`src/pkg/bscr_pkg.sv`:
```
// Package for the buck set point and configuration register bank.
// Assumes a 100 MHz core clock and an APB slave with 32-bit data.
package bscr_pkg;

	// ==========================================================
	// Register map (printed offsets are indices, not byte addresses)
	localparam logic [7:0] BSCR_IDX_NORMAL = 8'h20;
	localparam logic [7:0] BSCR_IDX_STANDBY = 8'h21;
	localparam logic [7:0] BSCR_IDX_SLEEP = 8'h22;
	localparam logic [7:0] BSCR_IDX_MODE = 8'h23;
	localparam logic [7:0] BSCR_IDX_CONF = 8'h24;
	// Operating-mode status register, added beside the documented ones
	localparam logic [7:0] BSCR_IDX_STATUS = 8'h25;
	localparam int BSCR_ADDR_W = 10;

	// ==========================================================
	// Reset values
	localparam logic [7:0] BSCR_RST_SETPOINT = 8'h00;
	localparam logic [7:0] BSCR_RST_MODE = 8'h00;
	localparam logic [7:0] BSCR_RST_CONF = 8'h00;

	// ==========================================================
	// Field layout
	localparam int BSCR_CODE_W = 6;
	localparam int BSCR_CODE_LSB = 0;
	localparam int BSCR_SWMODE_W = 4;
	localparam int BSCR_SWMODE_LSB = 0;
	localparam int BSCR_KEEPALIVE_BIT = 5;
	localparam int BSCR_ILIM_BIT = 0;
	localparam int BSCR_FREQ_LSB = 2;
	localparam int BSCR_PHASE_LSB = 4;
	localparam int BSCR_SPEED_LSB = 6;
	localparam int BSCR_SEL_W = 2;

	// Writable bit masks; all others read as zero
	localparam logic [7:0] BSCR_MASK_CODE = 8'h3f;
	localparam logic [7:0] BSCR_MASK_MODE = 8'h2f;
	localparam logic [7:0] BSCR_MASK_CONF = 8'hfd;

	// ==========================================================
	// Voltage coding in millivolts
	localparam int BSCR_VMIN_MV = 300;
	localparam int BSCR_VSTEP_MV = 25;
	localparam int BSCR_MV_W = 11;

	// ==========================================================
	// Timing: step periods in microseconds, clock in MHz
	localparam int BSCR_CLK_MHZ = 100;
	localparam int BSCR_STEP0_US = 2;
	localparam int BSCR_STEP1_US = 4;
	localparam int BSCR_STEP2_US = 8;
	localparam int BSCR_STEP3_US = 16;
	localparam int BSCR_STEP0_CYC = BSCR_STEP0_US * BSCR_CLK_MHZ;
	localparam int BSCR_STEP1_CYC = BSCR_STEP1_US * BSCR_CLK_MHZ;
	localparam int BSCR_STEP2_CYC = BSCR_STEP2_US * BSCR_CLK_MHZ;
	localparam int BSCR_STEP3_CYC = BSCR_STEP3_US * BSCR_CLK_MHZ;
	localparam int BSCR_CNT_W = 11;

	// Frequency codes in kHz; reserved code gives zero
	localparam logic [12:0] BSCR_FREQ0_KHZ = 13'h03e8;
	localparam logic [12:0] BSCR_FREQ1_KHZ = 13'h07d0;
	localparam logic [12:0] BSCR_FREQ2_KHZ = 13'h0fa0;
	localparam logic [12:0] BSCR_FREQ_RSVD = 13'h0000;
	localparam logic [8:0] BSCR_PHASE_STEP_DEG = 9'h05a;

	// Operating modes
	typedef enum logic [1:0] {
		BSCR_OP_NORMAL,
		BSCR_OP_STANDBY,
		BSCR_OP_SLEEP
	} bscr_op_t;

	// Stepper states
	typedef enum logic [1:0] {
		BSCR_ST_IDLE,
		BSCR_ST_WAIT,
		BSCR_ST_STEP
	} bscr_step_t;

endpackage : bscr_pkg

```
`src/rtl/bscr_regs.sv`:
```
// Buck set point and configuration register bank with APB slave.
// Assumes APB master on the core clock; operating mode from the sequencer.
//
// Design decision made here: register access over APB.
`timescale 1ns/100ps

module bscr_regs
	import bscr_pkg::*;
(
	input wire logic i_clk,
	input wire logic i_rst_n,
	// APB slave
	input wire logic i_psel,
	input wire logic i_penable,
	input wire logic i_pwrite,
	input wire logic [BSCR_ADDR_W-1:0] i_paddr,
	input wire logic [31:0] i_pwdata,
	input wire logic [3:0] i_pstrb,
	output logic [31:0] o_prdata,
	output logic o_pready,
	output logic o_pslverr,
	// Operating mode from the power sequencer
	input wire logic i_mode_standby,
	input wire logic i_mode_sleep,
	// Regulator controls
	output logic [BSCR_CODE_W-1:0] o_target_code,
	output logic [BSCR_CODE_W-1:0] o_applied_code,
	output logic [BSCR_MV_W-1:0] o_applied_mv,
	output logic o_stepping,
	output logic o_reg_enable,
	output logic o_pfm_force,
	output logic [BSCR_SWMODE_W-1:0] o_switch_mode_field,
	output logic o_current_limit_low_sel,
	output logic [12:0] o_switch_freq_khz,
	output logic o_freq_reserved,
	output logic [8:0] o_clock_phase_deg,
	output logic [1:0] o_voltage_step_speed_sel
);

	// ==========================================================
	// Register storage
	logic [7:0] normal_setpoint_q;
	logic [7:0] standby_setpoint_q;
	logic [7:0] sleep_setpoint_q;
	logic [7:0] switching_mode_select_q;
	logic [7:0] regulator_config_q;

	// ==========================================================
	// Functions
	// Byte address of a register index
	function automatic logic [BSCR_ADDR_W-1:0] reg_addr(input logic [7:0] idx);
		reg_addr = {idx, 2'b00};
	endfunction : reg_addr

	// Millivolts for a set point code
	function automatic logic [BSCR_MV_W-1:0] code_to_mv(input logic [5:0] code);
		code_to_mv = BSCR_MV_W'(BSCR_VMIN_MV) +
			BSCR_MV_W'(code) * BSCR_MV_W'(BSCR_VSTEP_MV);
	endfunction : code_to_mv

	// Masked write of the low byte
	function automatic logic [7:0] wr_byte(input logic [7:0] old,
		input logic [7:0] data, input logic [7:0] mask);
		wr_byte = (old & ~mask) | (data & mask);
	endfunction : wr_byte

	// ==========================================================
	// APB decode
	logic access_w;
	logic wr_w;
	logic lane0_w;
	logic aligned_w;
	logic hit_normal_w;
	logic hit_standby_w;
	logic hit_sleep_w;
	logic hit_mode_w;
	logic hit_conf_w;
	logic hit_status_w;
	logic hit_any_w;
	logic [7:0] rd_byte_w;
	logic [7:0] status_w;

	// Access phase; zero wait states, pready is high for the one access cycle only
	assign access_w = i_psel && i_penable;
	assign wr_w = access_w && i_pwrite;
	assign lane0_w = i_pstrb[0];
	assign aligned_w = (i_paddr[1:0] == 2'b00);
	assign hit_normal_w = aligned_w && (i_paddr == reg_addr(BSCR_IDX_NORMAL));
	assign hit_standby_w = aligned_w && (i_paddr == reg_addr(BSCR_IDX_STANDBY));
	assign hit_sleep_w = aligned_w && (i_paddr == reg_addr(BSCR_IDX_SLEEP));
	assign hit_mode_w = aligned_w && (i_paddr == reg_addr(BSCR_IDX_MODE));
	assign hit_conf_w = aligned_w && (i_paddr == reg_addr(BSCR_IDX_CONF));
	assign hit_status_w = aligned_w && (i_paddr == reg_addr(BSCR_IDX_STATUS));
	assign hit_any_w = hit_normal_w || hit_standby_w || hit_sleep_w ||
		hit_mode_w || hit_conf_w || hit_status_w;

	// ==========================================================
	// Operating mode and applied set point
	bscr_op_t op_w;
	logic [BSCR_CODE_W-1:0] sel_code_w;
	logic sleep_off_w;

	// Sleep wins over standby if the sequencer asserts both
	assign op_w = i_mode_sleep ? BSCR_OP_SLEEP :
		(i_mode_standby ? BSCR_OP_STANDBY : BSCR_OP_NORMAL);
	assign sel_code_w = (op_w == BSCR_OP_SLEEP) ? sleep_setpoint_q[5:0] :
		(op_w == BSCR_OP_STANDBY) ? standby_setpoint_q[5:0] :
		normal_setpoint_q[5:0];
	// Regulator off in sleep unless the keepalive bit is set
	assign sleep_off_w = (op_w == BSCR_OP_SLEEP) &&
		!switching_mode_select_q[BSCR_KEEPALIVE_BIT];

	// Status: op mode in 1:0, stepping in bit 2, regulator on in bit 3
	assign status_w = {4'h0, o_reg_enable, o_stepping, op_w};

	// Read mux; unmapped reads return zero
	assign rd_byte_w = hit_normal_w ? normal_setpoint_q :
		hit_standby_w ? standby_setpoint_q :
		hit_sleep_w ? sleep_setpoint_q :
		hit_mode_w ? switching_mode_select_q :
		hit_conf_w ? regulator_config_q :
		hit_status_w ? status_w : 8'h00;

	// ==========================================================
	// Register writes; unused bits masked to stay zero
	always_ff @(posedge i_clk or negedge i_rst_n) begin
		if (!i_rst_n) begin
			normal_setpoint_q <= BSCR_RST_SETPOINT;
			standby_setpoint_q <= BSCR_RST_SETPOINT;
			sleep_setpoint_q <= BSCR_RST_SETPOINT;
			switching_mode_select_q <= BSCR_RST_MODE;
			regulator_config_q <= BSCR_RST_CONF;
		end else if (wr_w && lane0_w) begin
			if (hit_normal_w)
				normal_setpoint_q <= wr_byte(normal_setpoint_q, i_pwdata[7:0],
					BSCR_MASK_CODE);
			if (hit_standby_w)
				standby_setpoint_q <= wr_byte(standby_setpoint_q, i_pwdata[7:0],
					BSCR_MASK_CODE);
			if (hit_sleep_w)
				sleep_setpoint_q <= wr_byte(sleep_setpoint_q, i_pwdata[7:0],
					BSCR_MASK_CODE);
			if (hit_mode_w)
				switching_mode_select_q <= wr_byte(switching_mode_select_q,
					i_pwdata[7:0], BSCR_MASK_MODE);
			if (hit_conf_w)
				regulator_config_q <= wr_byte(regulator_config_q, i_pwdata[7:0],
					BSCR_MASK_CONF);
		end
	end

	// ==========================================================
	// APB answer: registered, data valid with pready in access phase
	always_ff @(posedge i_clk or negedge i_rst_n) begin
		if (!i_rst_n) begin
			o_prdata <= '0;
			o_pready <= 1'b0;
			o_pslverr <= 1'b0;
		end else begin
			o_pready <= i_psel && !i_penable;
			o_pslverr <= i_psel && !i_penable && !hit_any_w;
			o_prdata <= (i_psel && !i_penable && !i_pwrite) ? {24'h0, rd_byte_w} : '0;
		end
	end

	// ==========================================================
	// Voltage stepper: walks applied code one step per tick
	bscr_step_t state_q;
	bscr_step_t state_d;
	logic [BSCR_CODE_W-1:0] cur_q;
	logic [BSCR_CODE_W-1:0] cur_d;
	logic tick_w;
	logic differ_w;

	// A 25 mV step is one code step, so the walk moves by one
	assign differ_w = (cur_q != sel_code_w);

	bscr_step_timer u_step_timer (
		.i_clk(i_clk),
		.i_rst_n(i_rst_n),
		.i_run(state_q == BSCR_ST_WAIT),
		.i_speed(regulator_config_q[BSCR_SPEED_LSB +: BSCR_SEL_W]),
		.o_tick(tick_w)
	);

	// Next state; a new target during a walk just redirects it
	always_comb begin
		state_d = state_q;
		cur_d = cur_q;
		case (state_q)
			BSCR_ST_IDLE: begin
				if (differ_w)
					state_d = BSCR_ST_WAIT;
			end
			BSCR_ST_WAIT: begin
				if (!differ_w)
					state_d = BSCR_ST_IDLE;
				else if (tick_w)
					state_d = BSCR_ST_STEP;
			end
			BSCR_ST_STEP: begin
				if (cur_q < sel_code_w)
					cur_d = cur_q + 1'b1;
				else if (cur_q > sel_code_w)
					cur_d = cur_q - 1'b1;
				state_d = BSCR_ST_WAIT;
			end
			default: state_d = BSCR_ST_IDLE;
		endcase
	end

	// Stepper registers
	always_ff @(posedge i_clk or negedge i_rst_n) begin
		if (!i_rst_n) begin
			state_q <= BSCR_ST_IDLE;
			cur_q <= '0;
		end else begin
			state_q <= state_d;
			cur_q <= cur_d;
		end
	end

	// ==========================================================
	// Decoded regulator outputs
	logic [1:0] freq_sel_w;
	logic [1:0] phase_sel_w;
	logic [12:0] freq_khz_w;

	assign freq_sel_w = regulator_config_q[BSCR_FREQ_LSB +: BSCR_SEL_W];
	assign phase_sel_w = regulator_config_q[BSCR_PHASE_LSB +: BSCR_SEL_W];
	assign freq_khz_w = (freq_sel_w == 2'b00) ? BSCR_FREQ0_KHZ :
		(freq_sel_w == 2'b01) ? BSCR_FREQ1_KHZ :
		(freq_sel_w == 2'b10) ? BSCR_FREQ2_KHZ : BSCR_FREQ_RSVD;

	// Outputs all registered
	always_ff @(posedge i_clk or negedge i_rst_n) begin
		if (!i_rst_n) begin
			o_target_code <= '0;
			o_applied_code <= '0;
			o_applied_mv <= BSCR_MV_W'(BSCR_VMIN_MV);
			o_stepping <= 1'b0;
			o_reg_enable <= 1'b0;
			o_pfm_force <= 1'b0;
			o_switch_mode_field <= '0;
			o_current_limit_low_sel <= 1'b0;
			o_switch_freq_khz <= BSCR_FREQ0_KHZ;
			o_freq_reserved <= 1'b0;
			o_clock_phase_deg <= '0;
			o_voltage_step_speed_sel <= '0;
		end else begin
			o_target_code <= sel_code_w;
			o_applied_code <= cur_q;
			o_applied_mv <= code_to_mv(cur_q);
			o_stepping <= (state_q != BSCR_ST_IDLE);
			o_reg_enable <= !sleep_off_w;
			o_pfm_force <= (op_w == BSCR_OP_SLEEP) &&
				switching_mode_select_q[BSCR_KEEPALIVE_BIT];
			o_switch_mode_field <=
				switching_mode_select_q[BSCR_SWMODE_LSB +: BSCR_SWMODE_W];
			o_current_limit_low_sel <= regulator_config_q[BSCR_ILIM_BIT];
			o_switch_freq_khz <= freq_khz_w;
			o_freq_reserved <= (freq_sel_w == 2'b11);
			o_clock_phase_deg <= 9'(phase_sel_w) * BSCR_PHASE_STEP_DEG;
			o_voltage_step_speed_sel <=
				regulator_config_q[BSCR_SPEED_LSB +: BSCR_SEL_W];
		end
	end

endmodule : bscr_regs

```
`src/rtl/bscr_step_timer.sv`:
```
// Step-period timer for voltage stepping.
// Assumes one core clock; emits a one-cycle tick at the chosen period.
`timescale 1ns/100ps
module bscr_step_timer
	import bscr_pkg::*;
(
	input wire logic i_clk,
	input wire logic i_rst_n,
	input wire logic i_run,
	input wire logic [1:0] i_speed,
	output logic o_tick
);

	// ==========================================================
	// Period selection
	logic [BSCR_CNT_W-1:0] period_w;
	logic [BSCR_CNT_W-1:0] cnt_q;
	logic [BSCR_CNT_W-1:0] cnt_d;
	logic wrap_w;

	// Period per speed code
	assign period_w = (i_speed == 2'b00) ? BSCR_CNT_W'(BSCR_STEP0_CYC - 1) :
		(i_speed == 2'b01) ? BSCR_CNT_W'(BSCR_STEP1_CYC - 1) :
		(i_speed == 2'b10) ? BSCR_CNT_W'(BSCR_STEP2_CYC - 1) :
		BSCR_CNT_W'(BSCR_STEP3_CYC - 1);
	// Greater-or-equal so a speed change mid-count cannot overrun
	assign wrap_w = (cnt_q >= period_w);
	assign cnt_d = (!i_run || wrap_w) ? '0 : cnt_q + 1'b1;

	// ==========================================================
	// Counter and tick
	always_ff @(posedge i_clk or negedge i_rst_n) begin
		if (!i_rst_n) begin
			cnt_q <= '0;
			o_tick <= 1'b0;
		end else begin
			cnt_q <= cnt_d;
			o_tick <= i_run && wrap_w;
		end
	end

endmodule : bscr_step_timer

```
`config.mk`:
```
export PLATFORM = sky130hd
export DESIGN_NAME = bscr_regs
export DESIGN_NICKNAME = d
export VERILOG_FILES = /design/src/pkg/bscr_pkg.sv /design/src/rtl/bscr_regs.sv /design/src/rtl/bscr_step_timer.sv
export SDC_FILE = /design/constraint.sdc
export NUM_CORES = 1
export LEC_CHECK = 0
export ABC_AREA = 1
export BUFFER_PORTS_ARGS = -buffer_cell sky130_fd_sc_hd__buf_2
export CAP_MARGIN = 15
export CORE_UTILIZATION = 49
export DETAILED_ROUTE_END_ITERATION = 16
export PLACE_DENSITY = 0.8
export REMOVE_ABC_BUFFERS = 1
export SLEW_MARGIN = 25
export SYNTH_ARGS = -nofsm -noshare
export SYNTH_HDL_FRONTEND = slang
export SYNTH_HIERARCHICAL = 1
export SYNTH_SLANG_ARGS = --single-unit
```
`constraint.sdc`:
```
create_clock -name i_clk -period 2.86 [get_ports i_clk]
set_input_delay 0.572 -clock i_clk [delete_from_list [all_inputs] [get_ports i_clk]]
set_output_delay 0.572 -clock i_clk [all_outputs]
set_load 0.05 [all_outputs]
```
==> impl_metrics.csv, run 1 <==
group,metric,value,unit
clock_tree,tritoncts,"yes",
global_routing,antenna_found_initial,0,
yosys,synth_top_cell_area_share,41.86,%
finish,drive_gt1_share,34.03,%
die,die_x,110.8,um
yosys,yosys_register_bits,105,
setup_path,regToRegStartpoint,"normal_setpoint_q[1]$_DFFE_PN0P_",
placed_design,io_buffers,86,
yosys,syn-cell-area,5799,um2
drt,wl_per_cell,13.97,um
drt,drtIter0Drc,244,
yosys,synthArstFlopShare,100.0,%
yosys,synth_ff_type,"dfrtp_1",
drt,vias,4386,
timing,tns,0,ns
die,ios,143,
timing,min_period,2.856,ns
yosys,synth.area.top_cells,"dfrtp_1 42%, ha_1 11%, nand2_1 6.0%",
clock_tree,clock-sinks,105,
yosys,synth-seq-area-share,45.48,%
setup_path,r2r_end,"cur_q[4]$_DFFE_PN0P_",
setup_path,critPathCaptureType,"flop",
die,start_util,50.57,%
yosys,synthCells,600,
placed_design,hpwl,8831,um
timing,fmax,350.1,MHz
setup_path,cp_num_buf_inv,3,
setup_path,cp_top_family,"compound AO/OA/AOI/OAI gates",
clock_tree,cts_buffer_depth,2,
global_routing,grt_pass1_wl,20090,um
pwr,p_leak,3.689,nW
clock_tree,clock_latency,0.36,ns
finish,multiInputGateArea,2761,um2
global_routing,gr-usage-all-layers,20.58,%
die,fp-row-count,39,
setup_path,path_cells,"buf_2 -> clkinvlp_2 -> o21ai_1 -> ha_1 -> a21oi_1 -> nand3_4 -> buf_4 -> fa_1 -> nand3_1 -> nand2_1 -> xnor2_1 -> o21ai_1",
setup_path,crit_path_start_kind,"primary input",
global_routing,gr-total-overflow,0,
yosys,yosysUniqueCellTypes,41,
timing,final.setup.worst_slack,0.003720,ns
timing,tightest_slew,0.5690,ns
placed_design,gp_congestion,0.8579,
run_status,status,"finished, final reports clean",
timing,skew,0.009209,ns
yosys,yosys.area.top_type,"dfrtp_1",
setup_path,worst-path-stages,12,
timing,max-slew-margin-rel,62.07,%
setup_path,slowest_stage,"fa_1",
job,cap_violations,0,
drt,ant_nets,0,
die,core,11470,um2
finish,finalInstanceArea,6884,um2
timing,final_hold_viol_count,0,
drt,dr.pass1.iters,5,
finish,fin_util,60.03,%
setup_path,worstRegToRegCells,15,
timing,holdWs,0.2139,ns
clock_tree,h-tree-depth,3,
die,die_h,110.8,um
pwr,pwr_density_cell,634.8,nW/um2
drt,routed_wl,12060,um
drt,drc,0,
finish,syn2layout_area_growth,18.71,%
timing,setup_viol,0,
die,die_area,12270,um2
setup_path,ff2ff_setup_slack,0.08,ns
timing,layout_worst_path_cycle_share,99.87,%
yosys,syn_avg_cell_area,9.666,um2
setup_path,arrival,3.09,ns
yosys,ys_warn_count,6,
timing,drv_slew,0,
yosys,synth_edf_count,0,
clock_tree,clkTransAtPathRegs,0.07,ns
clock_tree,cts_buffers,9,
finish,nets,825,
clock_tree,clockRootBuffer,"clkbuf_16",
setup_path,worstSetupStartpoint,"i_mode_sleep",
finish,diodes,0,
setup_path,crit_fanout,7,
global_routing,first_global_vias,4394,
pwr,irDropWorstVdd,481.3,uV
setup_path,crit_top_cell,"o21ai_1",
setup_path,critPathRequiredTime,3.09,ns
setup_path,crit_type,"primary input to flop",
placed_design,pre_cts_ws,-0.4371,ns
global_routing,grt_max_degree,62,
finish,fillers,913,
setup_path,slowest_delay,0.39,ns
placed_design,place_area,6401,um2
finish,regArea,2639,um2
drt,via_per_inst,5.082,
timing,rsz0062_at_grt,"true",
worst_hold_path,min_path_type,"primary input to asynchronous set/reset pin",
==> metrics by stage <==
stage               total power [mW]  cells
finish                         4.370    863
detailed placement             3.022    842
CTS                            4.319    860
global placement               2.961    842
floorplan                      2.676    587
global route                   4.606    863
==> cells in the mapped netlist (2+ instances only) <==
master	instances
a21oi_1	22
a31oi_1	2
buf_4	35
buf_6	5
dfrtp_1	97
dfstp_2	8
fa_1	4
ha_1	53
inv_1	73
inv_2	7
mux2_4	2
nand2_1	92
nand2_2	16
nand2_4	6
nand3_1	26
nand4_1	3
nor2_1	33
nor2_2	13
nor2_4	4
nor2_8	2
nor3_1	3
o211ai_1	2
o21ai_0	24
o21ai_1	7
o21ai_2	23
or2_2	4
xnor2_1	6
xor2_1	15
==> sequential cells by signal, indices dropped and copies added (netlist names), 5 cells and up <==
signal,flops
sleep_setpoint_q,6
regulator_config_q,7
standby_setpoint_q,6
normal_setpoint_q,6
o_switch_freq_khz,7
cur_q,6
o_target_code,6
u_step_timer/cnt_q,11
o_applied_mv,11
o_prdata,8
o_clock_phase_deg,6
switching_mode_select_q,5
==> cell type report <==
class | count | share of cell area, %
Clock buffer | 10 | 3.471
Clock inverter | 6 | 1.036
Inverter | 83 | 4.635
Multi-Input combinational cell | 399 | 40.11
Sequential cell | 105 | 38.33
Tap cell | 143 | 2.599
Timing Repair Buffer | 116 | 9.742
Timing Repair inverter | 1 | 0.07270
==> metal layers <==
| layer | track usage [%] | part of all wire [%] |
|---|---|---|
| met5 | 0 | 0 |
| met4 | 10.22 | 2.8 |
| met3 | 3.827 | 4.7 |
| met2 | 35.36 | 52 |
| met1 | 24.75 | 41 |
==> worst max path at each step <==
| stage | to | slack, ns |
|---|---|---|
| after CTS | o_applied_mv[10]$_DFF_PN0_ | 0.02 |
| final | cur_q[4]$_DFFE_PN0P_ | 0.004 |
| after floorplan | cur_q[5]$_DFFE_PN0P_ | 0.07 |
| after detailed placement | cur_q[5]$_DFFE_PN0P_ | -0.44 |
| after global routing | cur_q[4]$_DFFE_PN0P_ | -0.1 |
| after global placement | cur_q[5]$_DFFE_PN0P_ | -0.27 |
==> what timing repair did <==
item,CTS,global route
buffers inserted,2,2
gates resized for setup,5,24
hold buffers,0,0
pin swaps,0,6
setup endpoints to repair,2,5
hold endpoints to repair,0,0
cloned,0,1
==> cell families after synthesis <==
group	share of synthesized area [%]
buffers and inverters	11.00
AOI/OAI and AO/OA	8.759
muxes	0.5178
and+or+nand+nor	18.19
other	0.06466
adders and majority gates	12.82
DFF	45.48
xor gates and xnor gates	3.172
==> report_power, final <==
group	switching (mW)	internal [mW]
sequential	0.110	1.63
clock	0.608	0.645
combinational	0.900	0.477
total	1.62	2.75
==> layout by cell type, fill, tap and decap left out, drive strengths merged, types with 4 or more instances in the layout <==
cell    synthesis  routed
nor2           52      52
clkbuf          1      10
buf            40     116
dfstp           8       8
conb            1      29
dfrtp          97      97
fa              4       4
or2             5       5
nand2         114     114
nor3            4       4
nand3          28      28
xnor2           6       6
nand4           4       4
a21oi          22      22
xor2           15      15
inv            81      83
o21ai          54      54
clkinv          2       4
ha             53      53
No activity file was read; power rests on OpenSTA's default activity.
==> inputs of run 2 (changes only) <==
==> constraint.sdc (replaced) <==
create_clock -name i_clk -period 2.86 [get_ports i_clk]
set_input_delay 0.715 -clock i_clk [delete_from_list [all_inputs] [get_ports i_clk]]
set_output_delay 0.715 -clock i_clk [all_outputs]
set_load 0.05 [all_outputs]
==> run 2 against run 1 <==
  * Clock skew rose by 0.0050 ns
  * Highest routed layer unchanged
  * First-iteration DRC count fell by 18%
  * Worst hold slack improved by 0.14 ns
  * Largest power group unchanged
  * Via count rose by 1.3%
  * The flow now finishes with violations (setup timing)
  * Critical path type unchanged
==> impl_metrics.csv, run 2 (synthesis gave the netlist of run 1 again) <==
group,metric,value,unit
setup_path,ff2ff_setup_slack,0.02,ns
setup_path,critPathCaptureType,"flop",
timing,holdWs,0.3505,ns
run_status,status,"finished with violations",
die,core,11470,um2
global_routing,gr-usage-all-layers,21.25,%
clock_tree,cts_buffer_depth,2,
drt,routed_wl,12760,um
setup_path,path_cells,"buf_8 -> clkinvlp_4 -> nand3_2 -> o21ai_2 -> ha_1 -> nand2_2 -> nor2_4 -> o21ai_2 -> nand3_4 -> ha_4 -> nand2_2 -> nor3_4 -> nor2_1 -> nand4_1 -> nand3_2 -> xor2_1",
placed_design,place_area,6421,um2
timing,fmax,347.3,MHz
timing,skew,0.01417,ns
timing,drv_slew,0,
setup_path,critPathRequiredTime,3.11,ns
die,die_x,110.8,um
drt,via_per_inst,5.122,
pwr,p_leak,3.742,nW
global_routing,antenna_found_initial,0,
drt,drc,0,
global_routing,gr-total-overflow,0,
clock_tree,clock_latency,0.36,ns
timing,final.setup.worst_slack,-0.01904,ns
global_routing,top_usage_layer,"met2",
finish,finalInstanceArea,7023,um2
finish,diodes,0,
global_routing,grt_use_met1,25.74,%
timing,layout_worst_path_cycle_share,100.7,%
setup_path,crit_path_start_kind,"primary input",
placed_design,pre_cts_ws,-0.4788,ns
timing,max-slew-margin-rel,61.00,%
drt,dr.pass1.iters,4,
timing,min_period,2.879,ns
die,die_h,110.8,um
timing,setup_viol,1,
global_routing,use_met2,36.02,%
finish,drive_gt1_share,35.91,%
setup_path,regToRegStartpoint,"normal_setpoint_q[1]$_DFFE_PN0P_",
pwr,pwr_density_cell,633.7,nW/um2
finish,syn2layout_area_growth,21.10,%
pwr,irDropWorstVdd,470.0,uV
clock_tree,clockRootBuffer,"clkbuf_16",
clock_tree,cts_buffers,9,
setup_path,slowest_delay,0.35,ns
global_routing,first_global_vias,4520,
clock_tree,clock-sinks,105,
finish,final_cell_mix,"97 x dfrtp_1, 89 x nand2_1, 83 x buf_2, 69 x inv_1, 47 x ha_1",
job,cap_violations,0,
placed_design,hpwl,9009,um
setup_path,cp_top_family,"simple AND/OR/NAND/NOR gates",
setup_path,r2r_end,"cur_q[5]$_DFFE_PN0P_",
setup_path,crit_fanout,7,
die,ios,143,
drt,vias,4441,
timing,tightest_slew,0.5850,ns
global_routing,grt_pass1_wl,20810,um
worst_hold_path,min_path_type,"primary input to asynchronous set/reset pin",
timing,final_hold_viol_count,0,
setup_path,slowest_stage,"ha_1",
die,fp-row-count,39,
finish,final_common_cell,"dfrtp_1",
setup_path,cp_num_buf_inv,2,
finish,reg.largest.list,"o_applied_mv (11), u_step_timer/cnt_q (11), o_prdata (8)",
clock_tree,clkTransAtPathRegs,0.07,ns
drt,wl_per_cell,14.72,um
setup_path,worstRegToRegCells,16,
placed_design,gp_congestion,0.8610,
drt,drtIter0Drc,200,
global_routing,grt_use_met3,3.937,%
die,die_area,12270,um2
setup_path,crit_type,"primary input to flop",
finish,nets,829,
run_status,violations,"setup timing",
global_routing,grt_max_degree,45,
placed_design,io_buffers,86,
clock_tree,tritoncts,"yes",
setup_path,arrival,3.13,ns
drt,ant_nets,0,
clock_tree,h-tree-depth,3,
timing,rsz0062_at_grt,"true",
die,start_util,50.57,%
## run 2: cell types whose count changed in the layout (fill, tap and decap cells not counted), sizes merged
cell and delta:
clkinv +4, inv -2, clkinvlp -1, clkbuf -1
buf +4
## run 2: stage by stage
stage | util, % | std cells | power, mW | setup TNS, ns
2_1_floorplan | - | 587 | 2.676 | -0.07750
3_3_place_gp | 56.00 | 843 | 2.963 | -1.375
3_5_place_dp | 56.00 | 843 | 3.024 | -1.766
4_1_cts | 59.67 | 864 | 4.333 | 0
5_1_grt | 61.24 | 867 | 4.693 | -0.2267
6_report | 61.24 | 867 | 4.450 | -0.01904
## run 2: worst register-to-register path, delay by kind of cell, from the launching register on
kind	cells	cell delay, ns
AOI/OAI and AO/OA	3	0.41
DFF	1	0.41
buffers and inverters	2	0.13
and+or+nand+nor	8	1.07
adders and majority gates	2	0.54
xor gates and xnor gates	1	0.16
## run 2: layout make-up
type | count | area, um2
Fill cell | 866 | 4444
Multi-Input combinational cell | 399 | 2831
Sequential cell | 105 | 2638
Timing Repair Buffer | 120 | 737.0
Inverter | 83 | 319.1
Clock buffer | 9 | 225.2
Tap cell | 143 | 178.9
Clock inverter | 7 | 86.33
Timing Repair inverter | 1 | 7.507
## run 2: timing repair
action	CTS	global route
setup endpoints to repair	4	5
hold buffers	0	0
cloned	1	0
buffers inserted	4	3
resized for setup	15	42
pin swaps	1	16
## run 2: routing by layer
layer  vias to the layer above  share of wire [%]
li1                       2081                  -
met1                      2167                 39
met2                       153                 53
met3                        40                4.7
met4                         0                3.4
met5                         -                  0
## run 2: how the worst max path moves through the flow
stage / from / endpoint / depth (start not counted)
after floorplan: i_mode_standby / cur_q[5]$_DFFE_PN0P_ / 15
after global placement: i_mode_sleep / cur_q[5]$_DFFE_PN0P_ / 16
after detailed placement: i_mode_sleep / cur_q[5]$_DFFE_PN0P_ / 16
after CTS: cur_q[1]$_DFFE_PN0P_ / o_applied_mv[10]$_DFF_PN0_ / 12
after global routing: i_mode_sleep / cur_q[5]$_DFFE_PN0P_ / 17
final: i_mode_sleep / cur_q[5]$_DFFE_PN0P_ / 16
## run 2: report_power, final
group	switching [mW]	internal [mW]	leakage, nW
Combinational	0.934	0.526	2.22
Sequential	0.114	1.63	1.38
Clock	0.623	0.624	0.150
Total	1.67	2.78	3.74
